<file path="src/maf_pkg.sv">
// Purpose: Shared constants for the receive address filter register block
// Assumes: 32-bit AXI4-Lite register bus, 10 MHz core clock
// Notes: Register offsets are byte addresses, one aligned word each
package maf_pkg;

	localparam int ADDR_W = 8;
	localparam int DATA_W = 32;
	localparam int STRB_W = 4;
	localparam int NUM_MATCH = 3;
	localparam int MAC_W = 48;
	localparam int PAUSE_W = 16;
	localparam int TOP_W = 16;
	localparam int QCNT_W = 10;

	// Register byte offsets
	localparam logic [7:0] OFS_PAUSE = 8'h00;
	localparam logic [7:0] OFS_HASH_LOW = 8'h04;
	localparam logic [7:0] OFS_HASH_HIGH = 8'h08;
	localparam logic [7:0] OFS_MATCH1_LOW = 8'h0C;
	localparam logic [7:0] OFS_MATCH1_HIGH = 8'h10;
	localparam logic [7:0] OFS_MATCH2_LOW = 8'h14;
	localparam logic [7:0] OFS_MATCH2_HIGH = 8'h18;
	localparam logic [7:0] OFS_MATCH3_LOW = 8'h1C;
	localparam logic [7:0] OFS_MATCH3_HIGH = 8'h20;
	localparam logic [7:0] OFS_CTRL = 8'h24;
	localparam logic [7:0] OFS_STATUS = 8'h28;

	// Field positions
	localparam int CTRL_SPEED100_BIT = 0;
	localparam int STAT_HIT_LSB = 0;
	localparam int STAT_PAUSE_BIT = 8;
	localparam int MCAST_BIT = 0;

	// Reset values
	localparam logic [31:0] RST_WORD = 32'h0000_0000;
	localparam logic [15:0] RST_HALF = 16'h0000;

	// AXI responses
	localparam logic [1:0] RESP_OKAY = 2'h0;
	localparam logic [1:0] RESP_SLVERR = 2'h2;

	// Pause quantum timing
	localparam int CLK_PERIOD_NS = 100;
	localparam int BIT_NS_10M = 100;
	localparam int BIT_NS_100M = 10;
	localparam int QUANTUM_BITS = 512;
	localparam logic [QCNT_W-1:0] QCYC_10M = QCNT_W'(
		(QUANTUM_BITS * BIT_NS_10M + CLK_PERIOD_NS - 1) / CLK_PERIOD_NS);
	localparam logic [QCNT_W-1:0] QCYC_100M = QCNT_W'(
		(QUANTUM_BITS * BIT_NS_100M + CLK_PERIOD_NS - 1) / CLK_PERIOD_NS);
	localparam logic [QCNT_W-1:0] QCNT_ONE = QCNT_W'(1);

	// Byte-lane merge of a write into a stored word
	function automatic logic [31:0] maf_merge(
		input logic [31:0] old,
		input logic [31:0] din,
		input logic [3:0] strb);
		logic [31:0] r;
		r = old;
		for (int i = 0; i < STRB_W; i++) begin
			if (strb[i]) begin
				r[i*8 +: 8] = din[i*8 +: 8];
			end
		end
		return r;
	endfunction : maf_merge

endpackage : maf_pkg

</file>
<file path="src/maf_pause_timer.sv">
// Purpose: Pause time holder, counted down once per 512 bit times
// Assumes: speed100 is stable while a pause is running
// Notes: A load restarts the quantum so the first step is a full one
`timescale 1ns/10ps
module maf_pause_timer import maf_pkg::*; (
	input wire logic clk,
	input wire logic rstn,
	input wire logic load,
	input wire logic [PAUSE_W-1:0] loadValue,
	input wire logic speed100,
	output logic [PAUSE_W-1:0] pauseTime,
	output logic pauseActive
);

	typedef struct packed {
		logic [QCNT_W-1:0] quanta;
		logic [PAUSE_W-1:0] count;
		logic active;
	} maf_timer_t;

	maf_timer_t s;
	maf_timer_t next_s;
	logic [QCNT_W-1:0] limit;

	always_comb begin
		next_s = s;
		limit = speed100 ? QCYC_100M : QCYC_10M;
		if (load) begin
			next_s.count = loadValue;
			next_s.quanta = '0;
		end else if (s.count != RST_HALF) begin
			if (s.quanta == limit - QCNT_ONE) begin
				next_s.quanta = '0;
				next_s.count = s.count - PAUSE_W'(1);
			end else begin
				next_s.quanta = s.quanta + QCNT_ONE;
			end
		end else begin
			next_s.quanta = '0;
		end
		next_s.active = (next_s.count != RST_HALF);
	end

	always_ff @(posedge clk or negedge rstn) begin
		if (!rstn) begin
			s <= '0;
		end else begin
			s <= next_s;
		end
	end

	assign pauseTime = s.count;
	assign pauseActive = s.active;

endmodule : maf_pause_timer

</file>
<file path="src/maf_filter_regs.sv">
// Purpose: Address filter and pause time registers with AXI4-Lite access
// Assumes: Destination address arrives with first received byte in [7:0]
// Notes: Hash bit selection is done by the receive path outside this block
//
// Overview of operation
// - The pause time is held and steps down once every 512 bit times, and reads give the live value.
// - The low half of the 64-bit hash filter is read and written through the hash low word.
// - The high half of the 64-bit hash filter is read and written through the hash high word.
// - Bit 0 of each match low word marks multicast and meets the lowest bit of the first received byte.
// - Three match addresses each have a full low word and a high word using bits 15:0 only.
//
// The AXI4-Lite interface to the registers and the placing of the registers were chosen for this implementation.
`timescale 1ns/10ps
module maf_filter_regs import maf_pkg::*; (
	input wire logic clk,
	input wire logic rstn,
	input wire logic [ADDR_W-1:0] s_axi_awaddr,
	input wire logic s_axi_awvalid,
	output logic s_axi_awready,
	input wire logic [DATA_W-1:0] s_axi_wdata,
	input wire logic [STRB_W-1:0] s_axi_wstrb,
	input wire logic s_axi_wvalid,
	output logic s_axi_wready,
	output logic [1:0] s_axi_bresp,
	output logic s_axi_bvalid,
	input wire logic s_axi_bready,
	input wire logic [ADDR_W-1:0] s_axi_araddr,
	input wire logic s_axi_arvalid,
	output logic s_axi_arready,
	output logic [DATA_W-1:0] s_axi_rdata,
	output logic [1:0] s_axi_rresp,
	output logic s_axi_rvalid,
	input wire logic s_axi_rready,
	input wire logic [MAC_W-1:0] rxDestAddr,
	input wire logic rxDestValid,
	input wire logic rxPauseValid,
	input wire logic [PAUSE_W-1:0] rxPauseTime,
	output logic addrHit,
	output logic [NUM_MATCH-1:0] addrHitMask,
	output logic addrMulticast,
	output logic [2*DATA_W-1:0] hashFilter,
	output logic [PAUSE_W-1:0] pauseTime,
	output logic pauseActive
);

	typedef struct packed {
		logic awReady;
		logic wReady;
		logic awHeld;
		logic wHeld;
		logic [ADDR_W-1:0] awAddr;
		logic [DATA_W-1:0] wData;
		logic [STRB_W-1:0] wStrb;
		logic bValid;
		logic [1:0] bResp;
		logic arReady;
		logic rValid;
		logic [DATA_W-1:0] rData;
		logic [1:0] rResp;
		logic speed100;
		logic [DATA_W-1:0] hashLow;
		logic [DATA_W-1:0] hashHigh;
		logic [NUM_MATCH-1:0][DATA_W-1:0] matchLow;
		logic [NUM_MATCH-1:0][TOP_W-1:0] matchHigh;
		logic hit;
		logic [NUM_MATCH-1:0] hitMask;
		logic multicast;
		logic [NUM_MATCH-1:0] lastHitMask;
	} maf_state_t;

	maf_state_t s;
	maf_state_t next_s;
	logic [NUM_MATCH-1:0] cmpHit;
	logic pauseLoad;
	logic [PAUSE_W-1:0] pauseLoadValue;
	logic [DATA_W-1:0] mergedPause;

	generate
		for (genvar g = 0; g < NUM_MATCH; g++) begin : gen_match
			assign cmpHit[g] = (rxDestAddr == {s.matchHigh[g], s.matchLow[g]});
		end
	endgenerate

	maf_pause_timer u_pause (
		.clk(clk),
		.rstn(rstn),
		.load(pauseLoad),
		.loadValue(pauseLoadValue),
		.speed100(s.speed100),
		.pauseTime(pauseTime),
		.pauseActive(pauseActive)
	);

	function automatic logic [DATA_W-1:0] read_word(
		input maf_state_t st,
		input logic [ADDR_W-1:0] a,
		input logic [PAUSE_W-1:0] pt,
		input logic pa,
		output logic ok);
		logic [DATA_W-1:0] d;
		d = RST_WORD;
		ok = 1'b1;
		case (a)
			OFS_PAUSE: d = {16'h0000, pt};
			OFS_HASH_LOW: d = st.hashLow;
			OFS_HASH_HIGH: d = st.hashHigh;
			OFS_MATCH1_LOW: d = st.matchLow[0];
			OFS_MATCH1_HIGH: d = {16'h0000, st.matchHigh[0]};
			OFS_MATCH2_LOW: d = st.matchLow[1];
			OFS_MATCH2_HIGH: d = {16'h0000, st.matchHigh[1]};
			OFS_MATCH3_LOW: d = st.matchLow[2];
			OFS_MATCH3_HIGH: d = {16'h0000, st.matchHigh[2]};
			OFS_CTRL: d[CTRL_SPEED100_BIT] = st.speed100;
			OFS_STATUS: begin
				d[STAT_HIT_LSB +: NUM_MATCH] = st.lastHitMask;
				d[STAT_PAUSE_BIT] = pa;
			end
			default: ok = 1'b0;
		endcase
		return d;
	endfunction : read_word

	always_comb begin
		logic rdOk;
		logic wrOk;
		logic [DATA_W-1:0] rdWord;
		logic [DATA_W-1:0] hiMerged;
		hiMerged = RST_WORD;
		rdOk = 1'b0;
		wrOk = 1'b1;
		rdWord = RST_WORD;
		next_s = s;
		pauseLoad = 1'b0;
		pauseLoadValue = rxPauseTime;
		mergedPause = maf_merge({16'h0000, pauseTime}, s.wData, s.wStrb);

		// Address and data are taken independently, in either order
		if (s.awReady && s_axi_awvalid) begin
			next_s.awHeld = 1'b1;
			next_s.awAddr = s_axi_awaddr;
		end
		if (s.wReady && s_axi_wvalid) begin
			next_s.wHeld = 1'b1;
			next_s.wData = s_axi_wdata;
			next_s.wStrb = s_axi_wstrb;
		end
		if (s.bValid && s_axi_bready) begin
			next_s.bValid = 1'b0;
		end

		if (s.awHeld && s.wHeld) begin
			next_s.awHeld = 1'b0;
			next_s.wHeld = 1'b0;
			next_s.bValid = 1'b1;
			case (s.awAddr)
				OFS_PAUSE: begin
					pauseLoad = 1'b1;
					pauseLoadValue = mergedPause[PAUSE_W-1:0];
				end
				OFS_HASH_LOW: next_s.hashLow =
					maf_merge(s.hashLow, s.wData, s.wStrb);
				OFS_HASH_HIGH: next_s.hashHigh =
					maf_merge(s.hashHigh, s.wData, s.wStrb);
				OFS_MATCH1_LOW: next_s.matchLow[0] =
					maf_merge(s.matchLow[0], s.wData, s.wStrb);
				OFS_MATCH1_HIGH: begin
					hiMerged = maf_merge({16'h0000, s.matchHigh[0]},
						s.wData, s.wStrb);
					next_s.matchHigh[0] = hiMerged[TOP_W-1:0];
				end
				OFS_MATCH2_LOW: next_s.matchLow[1] =
					maf_merge(s.matchLow[1], s.wData, s.wStrb);
				OFS_MATCH2_HIGH: begin
					hiMerged = maf_merge({16'h0000, s.matchHigh[1]},
						s.wData, s.wStrb);
					next_s.matchHigh[1] = hiMerged[TOP_W-1:0];
				end
				OFS_MATCH3_LOW: next_s.matchLow[2] =
					maf_merge(s.matchLow[2], s.wData, s.wStrb);
				OFS_MATCH3_HIGH: begin
					hiMerged = maf_merge({16'h0000, s.matchHigh[2]},
						s.wData, s.wStrb);
					next_s.matchHigh[2] = hiMerged[TOP_W-1:0];
				end
				OFS_CTRL: begin
					if (s.wStrb[0]) begin
						next_s.speed100 = s.wData[CTRL_SPEED100_BIT];
					end
				end
				default: wrOk = 1'b0;
			endcase
			next_s.bResp = wrOk ? RESP_OKAY : RESP_SLVERR;
		end

		// Software write wins over a pause frame in the same cycle
		if (!pauseLoad && rxPauseValid) begin
			pauseLoad = 1'b1;
			pauseLoadValue = rxPauseTime;
		end

		// Accept no new write until the response has gone
		next_s.awReady = !next_s.awHeld && !next_s.bValid;
		next_s.wReady = !next_s.wHeld && !next_s.bValid;

		if (s.rValid && s_axi_rready) begin
			next_s.rValid = 1'b0;
		end
		if (s.arReady && s_axi_arvalid) begin
			rdWord = read_word(s, s_axi_araddr, pauseTime, pauseActive,
				rdOk);
			next_s.rValid = 1'b1;
			next_s.rData = rdWord;
			next_s.rResp = rdOk ? RESP_OKAY : RESP_SLVERR;
		end
		next_s.arReady = !next_s.rValid;

		next_s.hit = rxDestValid && (cmpHit != '0);
		next_s.hitMask = rxDestValid ? cmpHit : '0;
		next_s.multicast = rxDestValid && rxDestAddr[MCAST_BIT];
		if (rxDestValid) begin
			next_s.lastHitMask = cmpHit;
		end
	end

	always_ff @(posedge clk or negedge rstn) begin
		if (!rstn) begin
			s <= '0;
		end else begin
			s <= next_s;
		end
	end

	assign s_axi_awready = s.awReady;
	assign s_axi_wready = s.wReady;
	assign s_axi_bvalid = s.bValid;
	assign s_axi_bresp = s.bResp;
	assign s_axi_arready = s.arReady;
	assign s_axi_rvalid = s.rValid;
	assign s_axi_rdata = s.rData;
	assign s_axi_rresp = s.rResp;
	assign addrHit = s.hit;
	assign addrHitMask = s.hitMask;
	assign addrMulticast = s.multicast;
	assign hashFilter = {s.hashHigh, s.hashLow};

endmodule : maf_filter_regs

</file>
<file path="config.mk">
export PLATFORM = sky130hd
export DESIGN_NAME = maf_filter_regs
export DESIGN_NICKNAME = d
export VERILOG_FILES = /design/src/maf_pkg.sv /design/src/maf_pause_timer.sv /design/src/maf_filter_regs.sv
export SDC_FILE = /design/constraint.sdc
export NUM_CORES = 1
export LEC_CHECK = 0
export BUFFER_PORTS_ARGS = -buffer_cell sky130_fd_sc_hd__buf_2
export CORE_UTILIZATION = 45
export DETAILED_ROUTE_END_ITERATION = 10
export PLACE_DENSITY = 0.65
export SYNTH_ARGS = -nofsm -noshare
export SYNTH_HDL_FRONTEND = slang
export SYNTH_SLANG_ARGS = --single-unit
</file>
<file path="constraint.sdc">
create_clock -name clk -period 3.3 [get_ports clk]
set_clock_uncertainty 0.2 [all_clocks]
set_input_delay 0.33 -clock clk [delete_from_list [all_inputs] [get_ports clk]]
set_output_delay 0.33 -clock clk [all_outputs]
set_load 0.005 [all_outputs]
</file>
==> flow_metrics.env <==
export IMPL_via_per_inst=5.752
export IMPL_tns_ns=0
export IMPL_worst_pin_slew_ns=0.7449
export IMPL_clock_latency_ns=0.57
export IMPL_maxCapViolCount=0
export IMPL_worst_setup_path_end_kind="flop"
export IMPL_synthCells=1493
export IMPL_fin_crit_sh_pct=94.33
export IMPL_synth_top_area_share_pct=48.06
export IMPL_dr_pass1_iters=6
export IMPL_holdPathStages=4
export IMPL_avgSynthCellArea_um2=11.47
export IMPL_hold_end="u_pause.pauseTime[9]$_DFF_PN0_"
export IMPL_clock_sinks=329
export IMPL_cts_setup_buffers=0
export IMPL_powerDensity_nw_per_um2=585.9
export IMPL_synth_main_ff_cell="dfrtp_1"
export IMPL_rsz0062_at_grt="no"
export IMPL_grt_max_degree=84
export IMPL_finalPower_mw=11.88
export IMPL_dp_slack_ns=0.2092
export IMPL_rr_worst_depth=10
export IMPL_min_from="rxPauseTime[9]"
export IMPL_ir_drop_v=0.0005271
export IMPL_initialDrtViolationCount=1115
export IMPL_vias=12980
export IMPL_hold_violations=0
export IMPL_maxSlewViolCount=0
export IMPL_r2r_end="u_pause.pauseActive$_DFF_PN0_"
export IMPL_clk_path_buf_depth=3
export IMPL_leakagePower_nw=9.855
export IMPL_rrSetupSlack_ns=0.19
export IMPL_overflow=0
export IMPL_finalCriticalPeriod_ns=3.113
export IMPL_fp_dieW_um=197.1
export IMPL_yosysWarnings=0
export IMPL_grt_pass1_vias=13110
export IMPL_track_usage_pct=29.80
export IMPL_h_tree_depth=2
export IMPL_die_area_um2=38850
export IMPL_path_max_fanout=9
export IMPL_core_area_um2=37580
export IMPL_fin_util_pct=53.94
export IMPL_grt_pass1_wl_um=84550
export IMPL_postRouteAntennaNets=0
export IMPL_arrival_ns=3.34
export IMPL_ys_seq_elements=329
export IMPL_crit_path_start_kind="flop"
export IMPL_die_h_um=197.1
export IMPL_antenna_found_initial=9
export IMPL_cts_tree="done"
export IMPL_status="finished, final reports clean"
export IMPL_ys_seq_area_share_pct=48.06
export IMPL_wirelength_um=57450
export IMPL_synth_top_area_cell="dfrtp_1"
export IMPL_setup_viol=0
export IMPL_cts_inserted_buffers=39
export IMPL_synth_area_leaders="dfrtp_1 48%, mux2_2 17%, buf_4 5.2%"
export IMPL_setup_ws_ns=0.1872
export IMPL_syn_area_um2=17130
export IMPL_cts_clk_slew_worst_paths_ns=0.06
export IMPL_initial_core_util_pct=45.59
export IMPL_synth_edf_count=0
export IMPL_gp_congestion=0.9930
export IMPL_async_flop_share_pct=100.0
export IMPL_syn2layout_area_growth_pct=18.32
export IMPL_drive_gt1_share_pct=36.66
export IMPL_rows=71
export IMPL_io_pins=252
export IMPL_min_path_type="in -> reg"
export IMPL_required_ns=3.52
export IMPL_routedWlPerCell_um=25.46
export IMPL_dp_hpwl_um=42950
export IMPL_reg2reg_from="u_pause.pauseTime[0]$_DFF_PN0_"
export IMPL_io_buffer_count=249
export IMPL_relSlewSlack_pct=50.00
export IMPL_fmax_ghz=0.3213
export IMPL_layout_nets=1840
export IMPL_netlist_cell_type_count=57
export IMPL_drc=0
export IMPL_cts_root_buf="clkbuf_16"
export IMPL_worstSetupPathType="reg -> reg"
[state kept, by name (all words and copies together) (netlist names)]
signal	count
u_pause.pauseActive	1
addrMulticast	1
s_axi_rresp	1
s_axi_rdata	32
s_axi_bvalid	1
hashFilter	64
u_pause.s	10
s_axi_rvalid	1
s_axi_bresp	1
s_axi_wready	1
addrHit	1
s_axi_awready	1
addrHitMask	3
s_axi_arready	1
s	194
u_pause.pauseTime	16
[cell families after synthesis]
logic type | count (synthesis) | share of synthesized area [%]
xor+xnor | 144 | 7.362
fa+ha+maj | 3 | 0.2191
compound gates | 214 | 8.231
simple gates | 265 | 7.932
mux | 325 | 20.90
flops | 329 | 48.06
other cells | 1 | 0.02189
buf+inv | 212 | 7.274
[layout by cell type, fill, tap and decap left out, drive strengths merged, types with 4 or more instances in the layout]
cell type and instances:
nor3b 4, o21ai 55, o22ai 22, clkinvlp 4, or2 4, a21oi 44
or3 5, nor4 24, nand4 28, a31oi 10, a222oi 13, inv 35
dfrtp 329, clkinv 4, nor3 12, xor2 64, mux2i 63, nor2 53
or4 11, nand3 18, dlygate4sd3 62, nand2b 4, mux2 262, and3 5
a221oi 19, buf 296, o31ai 5, nand3b 4, a22oi 11, xnor2 80
nand2 82, a21o 15, clkbuf 57
[layer usage]
layer | wire length [um] | GRT usage (%) | part of all wire, % | up-vias
met1 | 24850 | 40.51 | 43 | 6601
met3 | 4384 | 6.607 | 7.6 | 127
met5 | 87 | 0 | 0.15 | -
met2 | 25850 | 45.77 | 45 | 524
met4 | 2282 | 12.86 | 4.0 | 14
li1 | - | - | - | 5717
[critical path, cell delays in order, from the launching register on]
cell	delay [ns]
dfrtp_1	0.37
inv_1	0.08
ha_1	0.18
or4b_1	0.47
or4_1	0.63
nand3_4	0.19
nor3_1	0.07
o31ai_2	0.25
o21ai_2	0.09
nor4_2	0.30
nand4_1	0.13
[cell usage after synthesis (4+ instances only)]
cell type / instances
dfrtp_1: 329
buf_1: 21
clkbuf_1: 38
inv_1: 31
or4_1: 11
nand4_1: 28
a222oi_1: 13
nand2b_1: 4
xor2_1: 64
nor3b_1: 4
nor3_1: 9
xnor2_1: 80
a31oi_1: 10
mux2i_1: 63
nand3b_1: 4
o21ai_1: 4
a21oi_1: 44
o21ai_0: 50
o22ai_1: 21
a21o_1: 15
o31ai_1: 4
nand2_1: 82
buf_4: 119
a22oi_1: 11
a221oi_1: 19
or2_2: 4
mux2_2: 262
or3_1: 5
and3_1: 5
nor2_1: 53
nor4_1: 23
nand3_1: 17
[timing repair]
action | 4_1_cts | 5_1_grt
gates resized for setup | 0 | 2
hold endpoints to repair | 140 | 0
hold buffers | 62 | 0
setup endpoints to repair | 0 | 1
[layout make-up]
cell class / instances / area [um^2]
clock buffer: 57 / 1144
multi-input combinational: 953 / 7674
fill: 3298 / 17310
inverter: 31 / 116.4
clock inverter: 15 / 175.2
antenna: 3 / 7.507
timing repair buffer: 358 / 2282
tap: 511 / 639.4
sequential: 329 / 8233
[where the power goes]
| group | internal, mW | leakage, nW | total, mW | switching, mW |
|---|---|---|---|---|
| sequential | 4.57 | 4.43 | 5.57 | 1.00 |
| combinational | 0.990 | 4.79 | 1.87 | 0.882 |
| clock | 2.65 | 0.639 | 4.43 | 1.78 |
| total | 8.22 | 9.86 | 11.9 | 3.66 |
[through the flow]
step / hold WS, ns / cell area [um^2] / std cells
2_1_floorplan: -0.1656 / 17140 / 1494
3_3_place_gp: 0.1824 / 18310 / 2120
3_5_place_dp: 0.1882 / 18310 / 2120
4_1_cts: 0.002465 / 20250 / 2254
5_1_grt: 0.04644 / 20270 / 2255
6_report: 0.02624 / 20270 / 2257
[worst max path at each step]
stage | from | to | slack (ns) | cells after the start
global placement | u_pause.pauseTime[0]$_DFF_PN0_ | u_pause.pauseActive$_DFF_PN0_ | 0.23 | 10
CTS | u_pause.pauseTime[0]$_DFF_PN0_ | u_pause.pauseActive$_DFF_PN0_ | 0.17 | 10
floorplan | u_pause.pauseTime[0]$_DFF_PN0_ | u_pause.pauseActive$_DFF_PN0_ | 0.44 | 11
detailed placement | u_pause.pauseTime[0]$_DFF_PN0_ | u_pause.pauseActive$_DFF_PN0_ | 0.21 | 10
finish | u_pause.pauseTime[0]$_DFF_PN0_ | u_pause.pauseActive$_DFF_PN0_ | 0.19 | 10
global route | u_pause.pauseTime[1]$_DFF_PN0_ | u_pause.pauseActive$_DFF_PN0_ | 0.02 | 10
Note: power is estimated with default switching activity, not from simulation.
